File: config.mk
export PLATFORM = sky130hd
export DESIGN_NAME = srap_port
export DESIGN_NICKNAME = d
export VERILOG_FILES = /design/src/inc/srap_pkg.sv /design/src/verilog/srap_sync.sv /design/src/verilog/srap_port.sv
export SDC_FILE = /design/constraint.sdc
export NUM_CORES = 1
export LEC_CHECK = 0
export BUFFER_PORTS_ARGS = -buffer_cell sky130_fd_sc_hd__buf_2
export CORE_MARGIN = 4
export CORE_UTILIZATION = 53
export DETAILED_ROUTE_END_ITERATION = 16
export PLACE_DENSITY = 0.74
export SLEW_MARGIN = 25
export SYNTH_ARGS = -nofsm -noshare
export SYNTH_HDL_FRONTEND = slang
export SYNTH_SLANG_ARGS = --single-unit
File: constraint.sdc
create_clock -name CLK -period 2.91 [get_ports CLK]
set_clock_uncertainty 0.15 [all_clocks]
set_input_delay 0.4365 -clock CLK [delete_from_list [all_inputs] [get_ports CLK]]
set_output_delay 0.4365 -clock CLK [all_outputs]
set_load 0.02 [all_outputs]
File: src/inc/srap_pkg.sv
package srap_pkg;

  localparam int CLK_MHZ = 25;
  localparam int SCLK_MAX_MHZ = 40;
  localparam int CLK_PER_SCLK_MIN = (CLK_MHZ + SCLK_MAX_MHZ - 1) / SCLK_MAX_MHZ;

  localparam logic [4:0] ADDR_SERIAL_PORT_CONFIG = 5'h00;
  localparam logic [7:0] CFG_RESET = 8'h00;
  localparam int CFG_BIDIR_BIT = 7;
  localparam int CFG_LSB_FIRST_BIT = 6;
  localparam int INS_RW_BIT = 7;
  localparam int INS_CNT_HI = 6;
  localparam int INS_CNT_LO = 5;
  localparam int INS_ADDR_HI = 4;
  localparam logic [2:0] BIT_LAST = 3'h7;
  localparam logic [2:0] BIT_FIRST = 3'h0;
  localparam logic [1:0] CNT_ONE = 2'h0;
  localparam logic [1:0] CNT_TWO = 2'h1;
  localparam logic [1:0] CNT_THREE = 2'h2;
  localparam logic [1:0] CNT_FOUR = 2'h3;

  typedef enum logic [1:0] {
    PH_INSTR = 2'b00,
    PH_DATA = 2'b01,
    PH_DONE = 2'b10
  } srap_phase_e;

  typedef struct packed {
    logic we;
    logic [4:0] addr;
    logic [7:0] data;
  } srap_wr_s;

  typedef struct packed {
    logic sclk_prev;
    srap_phase_e phase;
    logic [2:0] bit_cnt;
    logic [1:0] bytes_left;
    logic rd;
    logic [4:0] addr;
    logic [7:0] shift;
    logic [7:0] tx;
    logic [7:0] cfg;
    logic out;
    logic oe;
    srap_wr_s wr;
  } srap_state_s;

endpackage : srap_pkg

File: src/verilog/srap_sync.sv
`timescale 1ns/10ps
module srap_sync
  import srap_pkg::*;
#(
  parameter logic INIT = 1'b0
) (
  input wire logic CLK,
  input wire logic RST,
  input wire logic D,
  output logic Q
);

  // The first stage is read only by the second; the filter compares stages two and three.
  logic s1_r;
  logic s2_r;
  logic s3_r;
  logic q_r;

  always_ff @(posedge CLK or posedge RST) begin
    if (RST) begin
      s1_r <= INIT;
      s2_r <= INIT;
      s3_r <= INIT;
      q_r <= INIT;
    end else begin
      s1_r <= D;
      s2_r <= s1_r;
      s3_r <= s2_r;
      if (s2_r == s3_r) begin
        q_r <= s3_r;
      end
    end
  end

  assign Q = q_r;

endmodule : srap_sync

File: src/verilog/srap_port.sv
`timescale 1ns/10ps
// Behaviour
// - Writes to the config byte steer bit order and pin mode from the next bit.
// - First eight rising serial clock edges after select falls form the instruction.
// - Select high returns the port to the instruction start regardless of state.
// - A byte cut short by select rising is never written.
// - Count code 00 one, 01 three, 10 two, 11 four bytes.
// - Each written register updates as soon as its byte's last bit arrives.
// - Instruction top bit high means read, low means write.
// - Low five instruction bits give the first address; later ones are generated.
// - Inputs sampled on rising serial clock, outputs launched on falling.
// - With select high both data pins are released.
// - Config bit seven chooses input-only or bidirectional data pin.
// - In bidirectional mode the separate output pin is never driven.
// - Config bit six chooses MSB-first or LSB-first for all bytes.
// - MSB-first multibyte cycles decrement the address.
// - LSB-first multibyte cycles increment the address.
module srap_port
  import srap_pkg::*;
(
  input wire logic CLK,
  input wire logic RST,
  input wire logic SCLK,
  input wire logic CHIP_SELECT_N,
  input wire logic SDIO_I,
  output logic SDIO_O,
  output logic SDIO_OE,
  output logic SERIAL_DATA_OUTPUT_O,
  output logic SERIAL_DATA_OUTPUT_OE,
  output logic [7:0] CONFIG_BYTE,
  output logic REG_WE,
  output logic [4:0] REG_ADDR,
  output logic [7:0] REG_WDATA,
  input wire logic [7:0] REG_RDATA
);

  // The serial clock is oversampled, so it must stay slow against CLK; the bench runs it at 320 ns.
  logic sclk_f;
  logic cs_n_f;
  logic din_f;
  srap_state_s st_r;
  srap_state_s st_nxt;
  logic rise;
  logic fall;
  logic lsb_first;
  logic [7:0] rd_byte;
  logic [7:0] in_byte;

  srap_sync #(.INIT(1'b0)) u_sync_sclk (.CLK(CLK), .RST(RST), .D(SCLK), .Q(sclk_f));
  srap_sync #(.INIT(1'b1)) u_sync_cs (.CLK(CLK), .RST(RST), .D(CHIP_SELECT_N), .Q(cs_n_f));
  srap_sync #(.INIT(1'b0)) u_sync_din (.CLK(CLK), .RST(RST), .D(SDIO_I), .Q(din_f));

  function automatic logic [7:0] shift_in(input logic [7:0] sr, input logic b, input logic lsb);
    shift_in = lsb ? {b, sr[7:1]} : {sr[6:0], b};
  endfunction : shift_in

  function automatic logic pick_bit(input logic [7:0] byt, input logic [2:0] idx, input logic lsb);
    pick_bit = lsb ? byt[idx] : byt[BIT_LAST - idx];
  endfunction : pick_bit

  function automatic logic [1:0] bytes_after_first(input logic [1:0] code);
    logic [1:0] n;
    n = CNT_ONE;
    unique case (code)
      2'b00: n = CNT_ONE;
      2'b01: n = CNT_THREE;
      2'b10: n = CNT_TWO;
      2'b11: n = CNT_FOUR;
    endcase
    bytes_after_first = n;
  endfunction : bytes_after_first

  assign rise = sclk_f & ~st_r.sclk_prev;
  assign fall = ~sclk_f & st_r.sclk_prev;
  assign lsb_first = st_r.cfg[CFG_LSB_FIRST_BIT];
  assign in_byte = shift_in(st_r.shift, din_f, lsb_first);
  // The config byte lives here; the other registers are answered by the device core.
  assign rd_byte = (st_r.addr == ADDR_SERIAL_PORT_CONFIG) ? st_r.cfg : REG_RDATA;

  always_comb begin
    st_nxt = st_r;
    st_nxt.sclk_prev = sclk_f;
    st_nxt.wr.we = 1'b0;
    if (cs_n_f) begin
      st_nxt.phase = PH_INSTR;
      st_nxt.bit_cnt = BIT_FIRST;
      st_nxt.oe = 1'b0;
    end else if (rise) begin
      st_nxt.shift = in_byte;
      st_nxt.bit_cnt = st_r.bit_cnt + 3'h1;
      unique case (st_r.phase)
        PH_INSTR: begin
          if (st_r.bit_cnt == BIT_LAST) begin
            st_nxt.phase = PH_DATA;
            st_nxt.rd = in_byte[INS_RW_BIT];
            st_nxt.bytes_left = bytes_after_first(in_byte[INS_CNT_HI:INS_CNT_LO]);
            st_nxt.addr = in_byte[INS_ADDR_HI:0];
          end
        end
        PH_DATA: begin
          if (st_r.bit_cnt == BIT_LAST) begin
            if (!st_r.rd) begin
              if (st_r.addr == ADDR_SERIAL_PORT_CONFIG) begin
                st_nxt.cfg = in_byte;
              end else begin
                st_nxt.wr.we = 1'b1;
                st_nxt.wr.addr = st_r.addr;
                st_nxt.wr.data = in_byte;
              end
            end
            // Uses the bit order in force before this byte; a config change applies to the next step.
            st_nxt.addr = lsb_first ? st_r.addr + 5'h01 : st_r.addr - 5'h01;
            if (st_r.bytes_left == CNT_ONE) begin
              st_nxt.phase = PH_DONE;
            end else begin
              st_nxt.bytes_left = st_r.bytes_left - 2'h1;
            end
          end
        end
        PH_DONE: begin
          st_nxt.bit_cnt = st_r.bit_cnt;
        end
        default: begin
          st_nxt.phase = PH_DONE;
        end
      endcase
    end else if (fall && st_r.rd && st_r.phase == PH_DATA) begin
      st_nxt.oe = 1'b1;
      if (st_r.bit_cnt == BIT_FIRST) begin
        st_nxt.tx = rd_byte;
        st_nxt.out = pick_bit(rd_byte, BIT_FIRST, lsb_first);
      end else begin
        st_nxt.out = pick_bit(st_r.tx, st_r.bit_cnt, lsb_first);
      end
    end
  end

  always_ff @(posedge CLK or posedge RST) begin
    if (RST) begin
      st_r <= '{sclk_prev: 1'b0, phase: PH_INSTR, bit_cnt: BIT_FIRST, bytes_left: CNT_ONE, rd: 1'b0,
                addr: ADDR_SERIAL_PORT_CONFIG, shift: 8'h00, tx: 8'h00, cfg: CFG_RESET, out: 1'b0,
                oe: 1'b0, wr: '{we: 1'b0, addr: 5'h00, data: 8'h00}};
    end else begin
      st_r <= st_nxt;
    end
  end

  assign SDIO_O = st_r.out;
  assign SERIAL_DATA_OUTPUT_O = st_r.out;
  assign SDIO_OE = st_r.oe & st_r.cfg[CFG_BIDIR_BIT];
  assign SERIAL_DATA_OUTPUT_OE = st_r.oe & ~st_r.cfg[CFG_BIDIR_BIT];
  assign CONFIG_BYTE = st_r.cfg;
  assign REG_WE = st_r.wr.we;
  assign REG_ADDR = st_r.wr.we ? st_r.wr.addr : st_r.addr;
  assign REG_WDATA = st_r.wr.data;

endmodule : srap_port

Yosys cells after proc, flatten, opt, wreduce, memory -nomap -nowiden --
Cells that the tools add are included.
Word-level totals: output and inout port bits 26, input bits 13, logic and storage cells 117, flip-flop bits (word level) 66
Operators by class: reduce and logical (&&, ||, !) cells 21, add/subtract/negate cells 5, equal/unequal tests 17, bitwise operators 11, $lt $le $gt $ge 2, muxes and demuxes 35
Operators by type and width (count):
- 2-to-1 mux 14 bit | 6
- 2-to-1 mux 8 bit | 3
- 2-to-1 mux 21 bit | 1
- 2-to-1 mux 5 bit | 4
- AND reduction 6 bit | 3
- 2-to-1 mux 2 bit | 5
- one-hot mux 5 bit (2 select lines) | 1
- AND reduction 5 bit | 2
- 2-to-1 mux 1 bit | 9
- inequality test 3 x 2 -> 1 bit, second input constant | 3
- < comparator 3 x 4 -> 1 bit, second input constant | 2
- one-hot mux 2 bit (4 select lines) | 1
- AND reduction 4 bit | 2
- NOT 1 bit | 7
- binary-select mux 1 bit (select 3 bit) | 2
- equality test 2 bit, second input constant | 3
- zero test 2 bit | 3
- inequality test 2 bit, second input constant | 3
- one-hot mux 2 bit (3 select lines) | 1
- AND reduction 2 bit | 3
- nonzero test 2 bit | 3
- adder 5 x 1 -> 5 bit, second input constant | 1
- zero test 5 bit | 1
- subtractor 5 x 1 -> 5 bit, second input constant | 1
- other kinds (13) | 21

Longest topological paths before layout --
depth after elaboration 7, depth in mapped cells 8, mapped depth without buffers 7

By module --
Synthesis repeated with hierarchy kept, for this count alone.
Unflattened totals: cell total of the unflattened synthesis 305, area, all modules 3329.4 µm²
By module, submodules not included:
- srap_port | cells an instance 287, times used 1, sequential area each 1351.3 µm², area an instance 2979.1 µm²
- srap_sync at u_sync_din ... | cells an instance 6, times used 2, sequential area each 100.1 µm², area an instance 115.1 µm²
- srap_sync at u_sync_cs | cells an instance 6, times used 1, sequential area each 105.1 µm², area an instance 120.1 µm²

Least setup slack after synthesis --
Ideal clock, no wire load.
path kind reg2reg, from reg u_sync_cs.q_r, in the netlist u_sync_cs.Q, to reg st_r[10] in the netlist's numbering, setup time 0.125 ns, data arrival time 1.769 ns, clock period less this slack 2.044 ns, setup slack 0.866 ns, stages on the path, launching flop included 7, path buffers 2, data required time 2.635 ns, path through dfstp_2 -> buf_6 -> nor3b_4 -> nand3_1 -> or4_1 -> buf_2 -> mux2_4
On the way: longest elaborated chain between the ends 2
Ends and longest elaborated chain:
- start: declaration | line srap_sync.sv:17 | logic q_r;
- start signal: assignment | line srap_sync.sv:30 | q_r <= s3_r;
- NOT 1 bit (no source line)
- AND reduction 6 bit (no source line)
- end signal: assignment | line srap_port.sv:140 | st_r <= '{sclk_prev: 1'b0, phase: PH_INSTR, bit_cnt: BIT_FIRST, bytes_left: CNT_ONE, rd: 1'b0,
- end signal: assignment | line srap_port.sv:144 | st_r <= st_nxt;
- end: declaration | line srap_port.sv:41 | srap_state_s st_r;
No other way between the ends. A chain may end at the register's enable or synchronous reset.

Worst setup path after layout --
from reg st_r[48] in the netlist's numbering, to reg st_r (netlist bit REG_WDATA[3])
On the way: longest elaborated chain between the ends 2
Ends and longest elaborated chain:
- equality test 3 bit | line srap_port.sv:101 | if (st_r.bit_cnt == BIT_LAST) begin
- AND reduction 6 bit (no source line)
No other way between the ends.

==> impl_table.tex <==
\begin{tabular}{lr}
\hline
Metric & Value \\
\hline
\multicolumn{2}{l}{\textbf{Logic synthesis}} \\
Number of nets in the synthesized netlist & between 300 and 400 \\
Ranking of synthesized cells by area & dfrtp\_1 49\%, mux2i\_1 7.2\%, buf\_4 4.2\%, nand2\_1 4.0\%, o21ai\_0 3.6\% \\
Share of Yosys cell area claimed by the top area cell type & around 49\% \\
Proportion of synthesized flip-flops having asynchronous set or reset & between 90\% and 100\% \\
Sequential element share of the synthesized area & between 50 and 60\% \\
Number of flops mapped to enable cells by yosys & 0 \\
Mean Syn Cell Area & between 10 and 15 um\^{}2 \\
Number of warnings issued by yosys & 0 \\
Synthesized flop and latch total & 66 \\
Flip-flop cell with the highest count after synthesis & dfrtp\_1 \\
Leading cell type by number of instances after synthesis & dfrtp\_1 \\
Library cell occupying the most area in the post-synthesis netlist & dfrtp\_1 \\
Cells after synthesis & between 300 and 400 \\
Ranking of synthesized cells by instance count & 62 x dfrtp\_1, 34 x nand2\_1, 23 x mux2i\_1, 23 x o21ai\_0, 22 x nor2\_1 \\
Distinct cells, synth & 45 \\
Netlist Area Pre-Place & about 3200 um\^{}2 \\
\multicolumn{2}{l}{\textbf{Final layout}} \\
Share of layout cells above drive strength 1 & between 20\% and 30\% \\
Count of inserted antenna diode cells & 0 \\
Largest register by flop count & st\_r \\
Fin nets & approximately 350 \\
Max FFs per register & 36 \\
Layout area overhead & 11.88\% \\
Post-layout instance count excluding filler cells & 405 \\
Fillers & between 400 and 500 \\
\multicolumn{2}{l}{\textbf{Power}} \\
Total power after layout & 2.165 mW \\
Static power due to leakage & between 1.5 and 2 nW \\
Maximum vdd drop & 0.3341 mV \\
Power density over cell area & between 600 and 700 nW/um\^{}2 \\
\multicolumn{2}{l}{\textbf{Clock tree}} \\
H-Tree Depth & 3 \\
Resize count post-CTS & 0 \\
Hold Buf Count CTS & 0 \\
Clock sink count & 66 \\
Root cell of the clock tree & clkbuf\_8 \\
Clock latency of the later-clocked register in the worst-skew pair & approximately 0.35 ns \\
CTS buffer count & 9 \\
Clock tree buffer depth & 2 \\
Post-CTS setup buffer count & 0 \\
TritonCTS clock tree & done \\
Clock input transition at the sequential cells of the worst setup and hold paths & 0.07 ns \\
\multicolumn{2}{l}{\textbf{Floorplan}} \\
Std cell rows & 28 \\
Initial core utilization & roughly 54\% \\
Die ar. & between 7000 and 8000 um\^{}2 \\
Core area & about 5900 um\^{}2 \\
Num ports & 39 \\
Die extent in x & 85.61 um \\
Height of the die & roughly 86 um \\
\multicolumn{2}{l}{\textbf{Job}} \\
Max-cap violation count & 0 \\
\multicolumn{2}{l}{\textbf{Worst setup path}} \\
Worst endpoint required time & 2.98 ns \\
CP peak stage delay & about 0.61 ns \\
Slowest cell on the critical path & dfrtp\_1 \\
Critical path capture point type & flop \\
Crit start category & flop \\
Start-to-end type of the worst setup path & reg2reg \\
CP Max Fanout & 20 \\
CP Data Arrival Time & $\sim$2.3 ns \\
Worst path bufs/invs & 1 \\
Critical path, cell by cell & ha\_1, nand3\_1, or4\_1, buf\_4, nand2\_1, o21ai\_1 \\
Top Family by Delay on Critical Path & simple AND/OR/NAND/NOR gates \\
\multicolumn{2}{l}{\textbf{Global route}} \\
Number of antenna violations at the first check in global routing & 0 \\
GRT Util Overall & about a fifth \\
First-pass GRT wire length & roughly 11000 um \\
Largest net degree at the start of global routing & 37 \\
GRT Residual Overflow & 0 \\
Via count of the first global-routing pass & 2217 \\
\multicolumn{2}{l}{\textbf{STA}} \\
Share of the clock period used by the worst path after layout & between 70\% and 80\% \\
Worst-case headroom to the max-slew limit & a little over half \\
Hold Worst Slack & between 0.02 and 0.03 ns \\
Final worst path period need & about 2.3 ns \\
Unrepaired setup endpoints after global routing & no \\
Accumulated negative setup slack & 0 ns \\
Hold Vio Cnt, Final & 0 \\
Fmax & $\sim$440 MHz \\
Post-route worst setup slack & $\sim$0.64 ns \\
Endpoints failing setup & 0 \\
Number of max-slew violations in the final report & 0 \\
Tightest Pin Transition & between 0.6 and 0.7 ns \\
\multicolumn{2}{l}{\textbf{Detailed routing}} \\
Count of vias placed by the detailed router & 2213 \\
Detailed-router iteration count before antenna repair & 4 \\
Final routed DRC violation total & 0 \\
Ratio of routed vias to standard cells & between 5 and 6 \\
Number of DRC violations after detailed-routing iteration 0 & approximately 110 \\
Average detailed-routed wire length per instance & around 16 um \\
Total length of routed wires & 6541 um \\
Number of nets with antenna violations after detailed routing & 0 \\
\multicolumn{2}{l}{\textbf{Placed design}} \\
Global placer's final weighted congestion & 0.8829 \\
Placement Setup Slack & between 0.6 and 0.7 ns \\
HPWL Detailed & 4777 um \\
Number of cells in the design after placement & between 300 and 400 \\
Port-buffer cells & 38 \\
\multicolumn{2}{l}{\textbf{Run status}} \\
Outcome & finished, final reports clean \\
\multicolumn{2}{l}{\textbf{Worst hold path}} \\
Worst Hold Class & in2async \\
\hline
\end{tabular}
final timing paths:
kind | startpoint | end | slack (ns) | depth (start not counted)
worst max register to register | st_r[48]$_DFFE_PP0P_ | REG_WDATA[3]$_DFFE_PP0P_ | 0.64 | 6
worst min register to register | u_sync_sclk.s1_r$_DFF_PP0_ | u_sync_sclk.s2_r$_DFF_PP0_ | 0.20 | 0
min in group CLK | CHIP_SELECT_N | u_sync_cs.s1_r$_DFF_PP1_ | 0.03 | 1
worst min-delay path | RST | u_sync_din.s1_r$_DFF_PP0_ | 0.03 | 2
worst max-delay path | st_r[48]$_DFFE_PP0P_ | REG_WDATA[3]$_DFFE_PP0P_ | 0.64 | 6
max in group asynchronous | RST | u_sync_cs.Q$_DFFE_PP1N_ | 1.90 | 3
per-stage QoR:
stage                     area, um^2  util [%]
final                           3571     60.67
after global routing            3571     60.67
after CTS                       3571     60.67
after detailed placement        3333     56.63
after global placement          3333     56.63
after floorplan                 3192         -
layer usage:
metal,routed length [um],part of all wire [%],global-route usage [%],vias to the layer above
met2,2982,46,29.31,60
met1,3022,46,27.42,1062
li1,-,-,-,1073
met4,234,3.6,10.50,0
met3,302,4.6,5.379,18
met5,0,0,0,-
worst reg2reg max path, delay by kind of cell, from the launching register on:
family | cells | cell delay [ns]
AO/OA/AOI/OAI | 1 | 0.06
flip-flops | 1 | 0.61
AND/OR/NAND/NOR | 3 | 0.81
adder cells (fa/ha/maj) | 1 | 0.25
buffers and inverters | 1 | 0.27
placed cells by master, fill, tap and decap left out, types with 4 or more instances in the layout:
| cell type | count |
|---|---|
| a21oi_1 | 16 |
| inv_1 | 11 |
| o21ai_0 | 23 |
| dfrtp_1 | 62 |
| mux2i_1 | 23 |
| nand2_1 | 34 |
| nor2_1 | 22 |
| nor3_1 | 6 |
| nor2b_1 | 5 |
| ha_1 | 7 |
| buf_4 | 5 |
| buf_2 | 38 |
| nand3_1 | 4 |
| o21ai_1 | 10 |
| clkbuf_8 | 12 |
| dfstp_2 | 4 |
power by group:
group | leakage, nW | switching (mW) | internal (mW)
clock network | 0.119 | 0.352 | 0.551
logic | 0.794 | 0.136 | 0.0765
registers | 0.815 | 0.0619 | 0.988
kinds of logic (layout without fill, tap and decap cells):
group           after synthesis  after routing  synth area share (%)
compound gates               63             63                 11.09
mux                          32             32                 11.80
flops                        66             66                 51.90
buf+inv                      44             72                 7.683
fa+ha+maj                    11             11                 4.312
xor+xnor                      3              3                0.8234
simple gates                 83             83                 12.39
area by class of cell:
cell class / instances / area [um^2] / share of cell area [%]
Tap cell: 75 / 93.84 / 2.628
Timing Repair Buffer: 44 / 247.7 / 6.938
Clock inverter: 4 / 72.57 / 2.032
Multi-Input combinational cell: 192 / 1290 / 36.12
Inverter: 12 / 45.04 / 1.261
Sequential cell: 66 / 1657 / 46.39
Clock buffer: 12 / 165.2 / 4.625
(Power assumes the default switching activity.)
